### src/design/smrw_defs.svh
// Behaviour
// - Byte lane selects follow address timing
// - Byte write strobes mimic single write strobe
// - Cycle starts with width-aligned address
// - Read strobe: setup, pulse, then address hold
// - Read chip select has own timing
// - Read hold derived from cycle length
// - Timings kept per chip select, clock cycles
// - Zero setup/hold keeps read signals low
// - Read mode 1 samples at strobe rise
// - Read mode 0 samples at select rise
// - Write strobe: setup, pulse, then hold
// - Write chip select has own timing
// - Write hold derived from cycle length
// - Zero setup keeps write signals low
// - Write mode 1 drives data after strobe setup
// - Write mode 0 drives data after select setup
// - Setup, pulse and cycle registers per select
// - Setup code is 128*top plus low five
// - Pulse code is 256*top plus low six
// - Cycle code is 256*top two plus seven
`ifndef SMRW_DEFS_SVH
`define SMRW_DEFS_SVH

// Configuration word selectors
`define SMRW_SEL_SETUP 2'h0
`define SMRW_SEL_PULSE 2'h1
`define SMRW_SEL_CYCLE 2'h2
`define SMRW_SEL_MODE 2'h3

// Setup word field positions, 6 bits each
`define SMRW_SU_WR_STB 0
`define SMRW_SU_WR_CS 8
`define SMRW_SU_RD_STB 16
`define SMRW_SU_RD_CS 24

// Pulse word field positions, 7 bits each
`define SMRW_PU_WR_STB 0
`define SMRW_PU_WR_CS 8
`define SMRW_PU_RD_STB 16
`define SMRW_PU_RD_CS 24

// Cycle word field positions, 9 bits each
`define SMRW_CY_WR 0
`define SMRW_CY_RD 16

// Mode word bits
`define SMRW_MODE_RD_BIT 0
`define SMRW_MODE_WR_BIT 1
`define SMRW_MODE_BAT_BIT 4
`define SMRW_MODE_DBW_LSB 12

// Data bus width codes
`define SMRW_DBW_8 2'h0
`define SMRW_DBW_16 2'h1
`define SMRW_DBW_32 2'h2

// Reset values of the per-select words
`define SMRW_RST_SETUP 32'h01010101
`define SMRW_RST_PULSE 32'h01010101
`define SMRW_RST_CYCLE 32'h00030003
`define SMRW_RST_MODE 32'h00000003

`endif

### src/design/smrw_pkg.sv
package smrw_pkg;
  `include "smrw_defs.svh"

  // Access sequencer states, one-hot
  typedef enum logic [1:0] {
    SMRW_IDLE = 2'b01,
    SMRW_ACTIVE = 2'b10
  } smrw_state_e;

  // Which per-select word a configuration write targets
  typedef enum logic [1:0] {
    SMRW_CFG_SETUP = `SMRW_SEL_SETUP,
    SMRW_CFG_PULSE = `SMRW_SEL_PULSE,
    SMRW_CFG_CYCLE = `SMRW_SEL_CYCLE,
    SMRW_CFG_MODE = `SMRW_SEL_MODE
  } smrw_cfg_sel_e;
endpackage

### src/design/smrw_timing_decode.sv
`timescale 1ns/100ps
`default_nettype none
`include "smrw_defs.svh"
module smrw_timing_decode (
  input wire logic [31:0] setupWord,
  input wire logic [31:0] pulseWord,
  input wire logic [31:0] cycleWord,
  input wire logic isWrite,
  output logic [7:0] stbSetup,
  output logic [8:0] stbPulse,
  output logic [7:0] csSetup,
  output logic [8:0] csPulse,
  output logic [9:0] cycLen
);
  // Setup code: 128 x bit5 plus bits 4..0
  function automatic logic [7:0] decSetup(input logic [5:0] c);
    decSetup = {c[5], 2'h0, c[4:0]};
  endfunction

  // Pulse code: 256 x bit6 plus bits 5..0
  function automatic logic [8:0] decPulse(input logic [6:0] c);
    decPulse = {c[6], 2'h0, c[5:0]};
  endfunction

  // Cycle code: 256 x bits 8..7 plus bits 6..0
  function automatic logic [9:0] decCycle(input logic [8:0] c);
    decCycle = {c[8:7], 1'h0, c[6:0]};
  endfunction

  // Pick the field set of the access direction
  always_comb begin
    if (isWrite) begin
      stbSetup = decSetup(setupWord[`SMRW_SU_WR_STB +: 6]);
      csSetup = decSetup(setupWord[`SMRW_SU_WR_CS +: 6]);
      stbPulse = decPulse(pulseWord[`SMRW_PU_WR_STB +: 7]);
      csPulse = decPulse(pulseWord[`SMRW_PU_WR_CS +: 7]);
      cycLen = decCycle(cycleWord[`SMRW_CY_WR +: 9]);
    end else begin
      stbSetup = decSetup(setupWord[`SMRW_SU_RD_STB +: 6]);
      csSetup = decSetup(setupWord[`SMRW_SU_RD_CS +: 6]);
      stbPulse = decPulse(pulseWord[`SMRW_PU_RD_STB +: 7]);
      csPulse = decPulse(pulseWord[`SMRW_PU_RD_CS +: 7]);
      cycLen = decCycle(cycleWord[`SMRW_CY_RD +: 9]);
    end
  end
endmodule
`default_nettype wire

### src/design/smrw_ctrl.sv
`timescale 1ns/100ps
`default_nettype none
`include "smrw_defs.svh"
module smrw_ctrl #(
  parameter int NUM_CS = 8,
  parameter int CS_W = 3
) (
  input wire logic core_clk,
  input wire logic rst,
  // Configuration write port
  input wire logic cfgWrEn,
  input wire logic [CS_W-1:0] cfgCs,
  input wire smrw_pkg::smrw_cfg_sel_e cfgSel,
  input wire logic [31:0] cfgWdata,
  // Access request
  input wire logic reqValid,
  output logic reqReady,
  input wire logic reqWrite,
  input wire logic [CS_W-1:0] reqCs,
  input wire logic [25:0] reqAddr,
  input wire logic [3:0] reqByteEn,
  input wire logic [31:0] reqWdata,
  // Read answer
  output logic rdValid,
  output logic [31:0] rdData,
  output logic busy,
  // External memory pins
  output logic [25:0] addrOut,
  output logic [NUM_CS-1:0] chipSelectN,
  output logic readStrobeN,
  output logic [3:0] byteLaneWriteN,
  output logic [3:0] byteLaneSelectN,
  output logic [31:0] dataOut,
  output logic dataOe,
  input wire logic [31:0] dataIn
);
  import smrw_pkg::*;

  // Per-select configuration words
  logic [31:0] setupCfg_q [NUM_CS];
  logic [31:0] pulseCfg_q [NUM_CS];
  logic [31:0] cycleCfg_q [NUM_CS];
  logic [31:0] modeCfg_q [NUM_CS];

  // Sequencer state and position in the cycle
  smrw_state_e state_q;
  logic [9:0] cnt_q;

  // Timing latched for the access in flight
  logic [7:0] stbSetup_q;
  logic [8:0] stbPulse_q;
  logic [7:0] csSetup_q;
  logic [8:0] csPulse_q;
  logic [9:0] cycLen_q;
  logic [31:0] mode_q;
  logic curWr_q;
  logic [CS_W-1:0] curCs_q;
  logic [3:0] byteEn_q;

  // Decoded timing of the requested select
  logic [7:0] newStbSetup;
  logic [8:0] newStbPulse;
  logic [7:0] newCsSetup;
  logic [8:0] newCsPulse;
  logic [9:0] newCycLen;

  // Values that the next edge will put in force
  logic [7:0] nxtStbSetup;
  logic [8:0] nxtStbPulse;
  logic [7:0] nxtCsSetup;
  logic [8:0] nxtCsPulse;
  logic [31:0] nxtMode;
  logic nxtWr;
  logic [CS_W-1:0] nxtCs;
  logic [3:0] nxtByteEn;
  logic [9:0] nxtCnt;
  logic nxtActive;

  // Handshake and window terms
  logic actState;
  logic lastCyc;
  logic start;
  logic stbOn;
  logic csOn;
  logic drvOn;
  logic [3:0] laneMask;
  logic [9:0] rdEnd;
  logic sampleNow;
  logic [1:0] nxtDbw;

  // Sequencer is busy while in the active state
  assign actState = (state_q == SMRW_ACTIVE);
  // Last cycle of the programmed length; a zero length acts as one
  assign lastCyc = ((cnt_q + 10'h001) >= cycLen_q);

  // Back-to-back only to the same select in the same direction,
  // so that zero setup and hold leave the strobes low throughout.
  // Any other change goes through one idle cycle with all pins high.
  assign reqReady = (state_q == SMRW_IDLE) |
                    (actState & lastCyc & (reqCs == curCs_q) &
                     (reqWrite == curWr_q));
  assign start = reqValid & reqReady;
  assign busy = actState;

  // One decoder serves the select being started
  smrw_timing_decode uDecode (
    .setupWord(setupCfg_q[reqCs]),
    .pulseWord(pulseCfg_q[reqCs]),
    .cycleWord(cycleCfg_q[reqCs]),
    .isWrite(reqWrite),
    .stbSetup(newStbSetup),
    .stbPulse(newStbPulse),
    .csSetup(newCsSetup),
    .csPulse(newCsPulse),
    .cycLen(newCycLen)
  );

  // Configuration words, one set per select
  always_ff @(posedge core_clk) begin
    if (rst) begin
      // Reset gives every select the default timing
      for (int i = 0; i < NUM_CS; i++) begin
        setupCfg_q[i] <= `SMRW_RST_SETUP;
        pulseCfg_q[i] <= `SMRW_RST_PULSE;
        cycleCfg_q[i] <= `SMRW_RST_CYCLE;
        modeCfg_q[i] <= `SMRW_RST_MODE;
      end
    end else if (cfgWrEn) begin
      // Word chosen by the selector
      if (cfgSel == SMRW_CFG_SETUP) begin
        setupCfg_q[cfgCs] <= cfgWdata;
      end else if (cfgSel == SMRW_CFG_PULSE) begin
        pulseCfg_q[cfgCs] <= cfgWdata;
      end else if (cfgSel == SMRW_CFG_CYCLE) begin
        cycleCfg_q[cfgCs] <= cfgWdata;
      end else begin
        // Mode word: read and write sources, lane type, width
        modeCfg_q[cfgCs] <= cfgWdata;
      end
    end
  end

  // Next-edge view: a new access or the one in flight
  always_comb begin
    // Pins and state both register from this view, so they move together
    nxtStbSetup = start ? newStbSetup : stbSetup_q;
    nxtStbPulse = start ? newStbPulse : stbPulse_q;
    nxtCsSetup = start ? newCsSetup : csSetup_q;
    nxtCsPulse = start ? newCsPulse : csPulse_q;
    nxtMode = start ? modeCfg_q[reqCs] : mode_q;
    nxtWr = start ? reqWrite : curWr_q;
    nxtCs = start ? reqCs : curCs_q;
    nxtByteEn = start ? reqByteEn : byteEn_q;
    // Counter restarts at zero on every take
    nxtCnt = start ? 10'h000 : (cnt_q + 10'h001);
    nxtActive = start | (actState & ~lastCyc);
    nxtDbw = nxtMode[`SMRW_MODE_DBW_LSB +: 2];
  end

  // Strobe, select and drive windows, counted from the address
  always_comb begin
    // Strobe low from setup for pulse cycles, then hold
    stbOn = nxtActive & (nxtCnt >= {2'h0, nxtStbSetup}) &
            (nxtCnt < ({2'h0, nxtStbSetup} + {1'h0, nxtStbPulse}));
    // Chip select on its own setup and pulse
    csOn = nxtActive & (nxtCnt >= {2'h0, nxtCsSetup}) &
           (nxtCnt < ({2'h0, nxtCsSetup} + {1'h0, nxtCsPulse}));
    // Data drive from the end of the chosen setup to cycle end
    if (nxtMode[`SMRW_MODE_WR_BIT]) begin
      drvOn = nxtActive & nxtWr & (nxtCnt >= {2'h0, nxtStbSetup});
    end else begin
      drvOn = nxtActive & nxtWr & (nxtCnt >= {2'h0, nxtCsSetup});
    end
  end

  // Lanes that exist on the configured bus width
  always_comb begin
    if (nxtDbw == `SMRW_DBW_32) begin
      // Four lanes on a 32-bit bus
      laneMask = 4'hf;
    end else if (nxtDbw == `SMRW_DBW_16) begin
      // Two lanes on a 16-bit bus
      laneMask = 4'h3;
    end else begin
      // One lane on an 8-bit bus
      laneMask = 4'h1;
    end
  end

  // Sequencer state and counter
  always_ff @(posedge core_clk) begin
    if (rst) begin
      state_q <= SMRW_IDLE;
      cnt_q <= 10'h000;
    end else begin
      // Counter also runs while idle; every pin term is gated by the active flag
      cnt_q <= nxtCnt;
      // Stay active while another access follows directly
      if (nxtActive) begin
        state_q <= SMRW_ACTIVE;
      end else begin
        state_q <= SMRW_IDLE;
      end
    end
  end

  // Timing latched at start; later config writes do not disturb it
  always_ff @(posedge core_clk) begin
    if (rst) begin
      // Harmless defaults; nothing is driven before the first take
      stbSetup_q <= 8'h00;
      stbPulse_q <= 9'h001;
      csSetup_q <= 8'h00;
      csPulse_q <= 9'h001;
      cycLen_q <= 10'h001;
      mode_q <= `SMRW_RST_MODE;
      curWr_q <= 1'b0;
      curCs_q <= '0;
      byteEn_q <= 4'h0;
    end else if (start) begin
      stbSetup_q <= newStbSetup;
      stbPulse_q <= newStbPulse;
      csSetup_q <= newCsSetup;
      csPulse_q <= newCsPulse;
      cycLen_q <= newCycLen;
      mode_q <= modeCfg_q[reqCs];
      curWr_q <= reqWrite;
      curCs_q <= reqCs;
      byteEn_q <= reqByteEn;
    end
  end

  // Address bus: placed at cycle start, held through the cycle
  always_ff @(posedge core_clk) begin
    if (rst) begin
      addrOut <= 26'h0000000;
    end else if (start) begin
      // Unused low bits driven zero for wide devices
      if (nxtDbw == `SMRW_DBW_32) begin
        addrOut <= {reqAddr[25:2], 2'h0};
      end else if (nxtDbw == `SMRW_DBW_16) begin
        addrOut <= {reqAddr[25:1], 1'h0};
      end else begin
        // 8-bit devices use every address bit
        addrOut <= reqAddr;
      end
    end
  end

  // Chip selects: only the addressed line may go low
  always_ff @(posedge core_clk) begin
    if (rst) begin
      // All lines high in reset
      chipSelectN <= '1;
    end else begin
      for (int i = 0; i < NUM_CS; i++) begin
        // Line i is low only inside the select pulse of its own access
        chipSelectN[i] <= ~(csOn & (nxtCs == i[CS_W-1:0]));
      end
    end
  end

  // Read strobe
  always_ff @(posedge core_clk) begin
    if (rst) begin
      readStrobeN <= 1'b1;
    end else begin
      // Low only inside the strobe window of a read
      readStrobeN <= ~(stbOn & ~nxtWr);
    end
  end

  // Write strobes: lane 0 doubles as the single write strobe
  always_ff @(posedge core_clk) begin
    if (rst) begin
      byteLaneWriteN <= 4'hf;
    end else if (nxtMode[`SMRW_MODE_BAT_BIT] & (nxtDbw != `SMRW_DBW_8)) begin
      // Byte write: one strobe per enabled lane, same waveform
      byteLaneWriteN <= ~({4{stbOn & nxtWr}} & nxtByteEn & laneMask);
    end else begin
      // Byte select or 8-bit: single strobe on lane 0
      byteLaneWriteN <= {3'h7, ~(stbOn & nxtWr)};
    end
  end

  // Byte lane selects span the whole cycle, like the address
  always_ff @(posedge core_clk) begin
    if (rst) begin
      byteLaneSelectN <= 4'hf;
    end else if (~nxtMode[`SMRW_MODE_BAT_BIT] & (nxtDbw != `SMRW_DBW_8)) begin
      byteLaneSelectN <= ~({4{nxtActive}} & nxtByteEn & laneMask);
    end else begin
      // Unused in byte write mode and on 8-bit buses
      byteLaneSelectN <= 4'hf;
    end
  end

  // Write data and its drive enable
  always_ff @(posedge core_clk) begin
    if (rst) begin
      dataOut <= 32'h00000000;
      dataOe <= 1'b0;
    end else begin
      // Word taken at the start, so later request changes cannot disturb it
      if (start) begin
        dataOut <= reqWdata;
      end
      // Enable follows the setup window chosen by the write mode
      dataOe <= drvOn;
    end
  end

  // End of the controlling read pulse, relative to cycle start
  always_comb begin
    if (mode_q[`SMRW_MODE_RD_BIT]) begin
      // Strobe rise ends the read
      rdEnd = {2'h0, stbSetup_q} + {1'h0, stbPulse_q};
    end else begin
      // Select rise ends the read
      rdEnd = {2'h0, csSetup_q} + {1'h0, csPulse_q};
    end
  end

  // Sample on the edge that ends the controlling pulse. The data
  // lines are taken straight off the pins: the pulse timing itself
  // guarantees they are settled, and a synchroniser would move the
  // capture away from the strobe edge.
  assign sampleNow = actState & ~curWr_q & ((cnt_q + 10'h001) == rdEnd);

  // Read answer
  always_ff @(posedge core_clk) begin
    if (rst) begin
      rdValid <= 1'b0;
      rdData <= 32'h00000000;
    end else begin
      // Valid for one cycle; data holds until the next capture
      rdValid <= sampleNow;
      if (sampleNow) begin
        rdData <= dataIn;
      end
    end
  end
endmodule
`default_nettype wire

### config.mk
export PLATFORM = sky130hd
export DESIGN_NAME = smrw_ctrl
export DESIGN_NICKNAME = d
export VERILOG_FILES = /design/src/design/smrw_pkg.sv /design/src/design/smrw_timing_decode.sv /design/src/design/smrw_ctrl.sv
export VERILOG_INCLUDE_DIRS = /design/src /design/src/design
export SDC_FILE = /design/constraint.sdc
export NUM_CORES = 1
export LEC_CHECK = 0
export BUFFER_PORTS_ARGS = -buffer_cell sky130_fd_sc_hd__buf_2
export CORE_MARGIN = 2
export CORE_UTILIZATION = 50
export CTS_CLUSTER_DIAMETER = 200
export CTS_CLUSTER_SIZE = 25
export DETAILED_ROUTE_END_ITERATION = 6
export GPL_TIMING_DRIVEN = 0
export PLACE_DENSITY = 0.69
export SETUP_SLACK_MARGIN = 0.4
export SYNTH_ARGS = -nofsm -noshare
export SYNTH_HDL_FRONTEND = slang
export SYNTH_SLANG_ARGS = --single-unit
### constraint.sdc
create_clock -name core_clk -period 16.6 [get_ports core_clk]
set_clock_uncertainty 0.1 [all_clocks]
set_input_delay 0.83 -clock core_clk [delete_from_list [all_inputs] [get_ports core_clk]]
set_output_delay 0.83 -clock core_clk [all_outputs]
set_load 0.02 [all_outputs]
==> flow_metrics.tcl <==
set metrics [dict create \
    ctsHtreeMaxLevel 2 \
    status "completed" \
    dieArea_mm2 0.0750 \
    final_common_cell "edfxtp_1" \
    coreArea_mm2 0.0719 \
    ys_ff_latch 777 \
    maxSlewHeadroom 0.119 \
    reg2regPathDepth 33 \
    ys.flop_type "edfxtp_1" \
    critPathCaptureType "register" \
    syn_nets 2985 \
    die_w_um 274 \
    syn_inst 2765 \
    clock_latency_ps 610 \
    drt-initial-drc-count 2723 \
    drv_slew 0 \
    fin_tns_setup_ps 0 \
    min_period_ps 7700 \
    rows 98 \
    clockRootBuffer "clkbuf_16" \
    start_kind "register" \
    vias 24200 \
    fin_crit_sh 0.464 \
    clock_path_buffers 3 \
    cts_tree "done" \
    synth_edf_count 600 \
    ys_top_cells_by_area "edfxtp_1 (49%), mux4_2 (11%), dfxtp_1 (9.7%)" \
    hold_path_class "in -> reg" \
    ys_types 69 \
    rr_startpoint "cnt_q[0]$_SDFF_PP0_" \
    initial_core_util 0.507 \
    final-setup-viol-count 0 \
    finalHoldViolCount 0 \
    r2r-end "chipSelectN[2]$_SDFF_PP1_" \
    cts_buffers 37 \
    critical_path_class "reg -> reg" \
    dpl.hpwl_mm 77.7 \
    netlist_area_mm2 0.0364 \
    gp_congestion 0.923 \
    cp_slowest_stage_delay_ps 640 \
    grt_pass1_wl_mm 155 \
    max_cap_violations 0 \
    cts.sinks 777 \
    cp-endpoint "chipSelectN[2]$_SDFF_PP1_" \
    total_leakage_power_nw 14.9 \
    peakVddDrop_mv 0.0976 \
    clk_pin_slew_worst_paths_ps 120 \
    crit_arrival_ps 8090 \
    fmax_mhz 130 \
    path_max_fanout 10 \
    required_ps 16980 \
    cpMaxStageDelayCell "xnor2_1" \
    rsz0062_at_grt "false" \
    reg2reg_slack_ps 8900 \
    worst_slew_pin_slew_ps 1320 \
    critPathLaunch "cnt_q[0]$_SDFF_PP0_" \
    yosys.area.top_type "edfxtp_1" \
    wl_per_cell_um 26.2 \
    area_growth_pct 11.5 \
    port_buffers 244 \
    drcViolationCount 0 \
    fin_nets 3292 \
    synth_top_area_share 0.495 \
    routed_wl_mm 106 \
    yosysWarningCount 0 \
    drtPass1Iterations 6 \
    async_reset_ff_frac 0 \
    grt_usage 0.282 \
    ant_nets 0 \
    final_cell_mix "edfxtp_1 (600), and2_1 (496), buf_2 (287)" \
    cts_resized 0 \
    gr-total-overflow 0 \
    grt_pass1_vias 24400 \
    fp.dieH_um 274 \
    io_pins 250 \
    layout-drive-gt1-share 0.198 \
    worst_slack_ps 8900 \
    power_density_mw_per_mm2 93.5 \
    fin_hold_ws_ps 341 \
    via_per_inst 5.99 \
    syn_avg_cell_area_um2 13.2 \
    grt_antenna_before_repair 4 \
    ctsHoldBuffers 0 \
    cts_setup_buffers 0 \
    dp_slack_ps 8360 \
    yosysSeqAreaShare 0.592 \
    grt_max_degree 27 \
]
how the worst min path moves through the flow:
| stage | start | endpoint | slack, ps | cells after the start |
|---|---|---|---|---|
| 2_1_floorplan | cycLen_q[1]$_SDFFE_PP0N_ | cycLen_q[1]$_SDFFE_PP0N_ | 340 | 2 |
| 3_3_place_gp | dataOut[17]$_SDFFE_PP0N_ | dataOut[17]$_SDFFE_PP0N_ | 340 | 2 |
| 3_5_place_dp | addrOut[21]$_SDFFE_PP0N_ | addrOut[21]$_SDFFE_PP0N_ | 340 | 2 |
| 4_1_cts | reqWdata[6] | dataOut[6]$_SDFFE_PP0N_ | 330 | 3 |
| 5_1_grt | reqWdata[6] | dataOut[6]$_SDFFE_PP0N_ | 350 | 3 |
| 6_report | reqWdata[6] | dataOut[6]$_SDFFE_PP0N_ | 340 | 3 |
state kept, by name (all words and copies together) (netlist names), 10 cells and up:
name and flops:
setupCfg_q 192, dataOut 32, modeCfg_q 40, pulseCfg_q 224, cnt_q 10, rdData 32
addrOut 26, cycleCfg_q 144
cells by family after synthesis:
family,count (synthesis),share of synthesized area
adders and majority gates,82,0.0289
xor gates and xnor gates,46,0.0113
buffers and inverters,276,0.0323
DFF,777,0.592
and+or+nand+nor,1064,0.161
AOI/OAI and AO/OA,304,0.0525
muxes,216,0.122
cells in the mapped netlist, types with 15 or more instances:
cell type / count
a21bo_2: 15
nor3_1: 18
mux2i_1: 31
inv_1: 46
nand3_1: 51
buf_2: 43
a21o_1: 15
xnor2_1: 30
ha_1: 77
and2_1: 496
edfxtp_1: 600
dfxtp_1: 177
xor2_1: 15
a21oi_1: 150
nand2_1: 214
o21ai_0: 52
clkbuf_1: 166
a21bo_1: 17
mux4_2: 182
nor2_1: 95
or3_1: 116
metal layers:
layer | vias to the layer above | GRT usage | routed length [µm]
met5 | - | 0 | 0
met4 | 0 | 0.107 | 4230
met3 | 227 | 0.0504 | 9800
met2 | 1258 | 0.481 | 52000
met1 | 12100 | 0.361 | 39700
li1 | 10600 | - | -
worst max-delay path, delay by kind of cell (launching register included):
| family | cells | cell delay [ps] |
|---|---|---|
| AOI/OAI and AO/OA | 9 | 2030 |
| xor gates and xnor gates | 2 | 790 |
| adders and majority gates | 5 | 1580 |
| buffers and inverters | 6 | 1160 |
| DFF | 1 | 420 |
| and+or+nand+nor | 11 | 1460 |
per-stage QoR:
stage	total power, mW	instances	area [µm²]	util
CTS	3.80	4033	40600	0.565
global route	3.91	4033	40600	0.565
finish	3.80	4037	40600	0.565
global placement	2.77	3959	38800	0.540
floorplan	2.58	2765	36400	-
detailed placement	2.79	3983	39600	0.550
cell type report:
class                           instances  area [µm²]
Fill cell                            5885       31300
Sequential cell                       777       21600
Multi-Input combinational cell       1712       13900
Timing Repair Buffer                  268        1740
Tap cell                              950        1190
Buffer                                229        1000
Clock buffer                           48         988
Inverter                               47         176
Clock inverter                          2        46.3
Antenna cell                            4        10.0
where the power goes:
group / switching (mW) / internal (mW)
combinational: 0.328 / 0.206
sequential: 0.0349 / 2.19
clock: 0.613 / 0.427
Power figures use the tool's default switching activity.
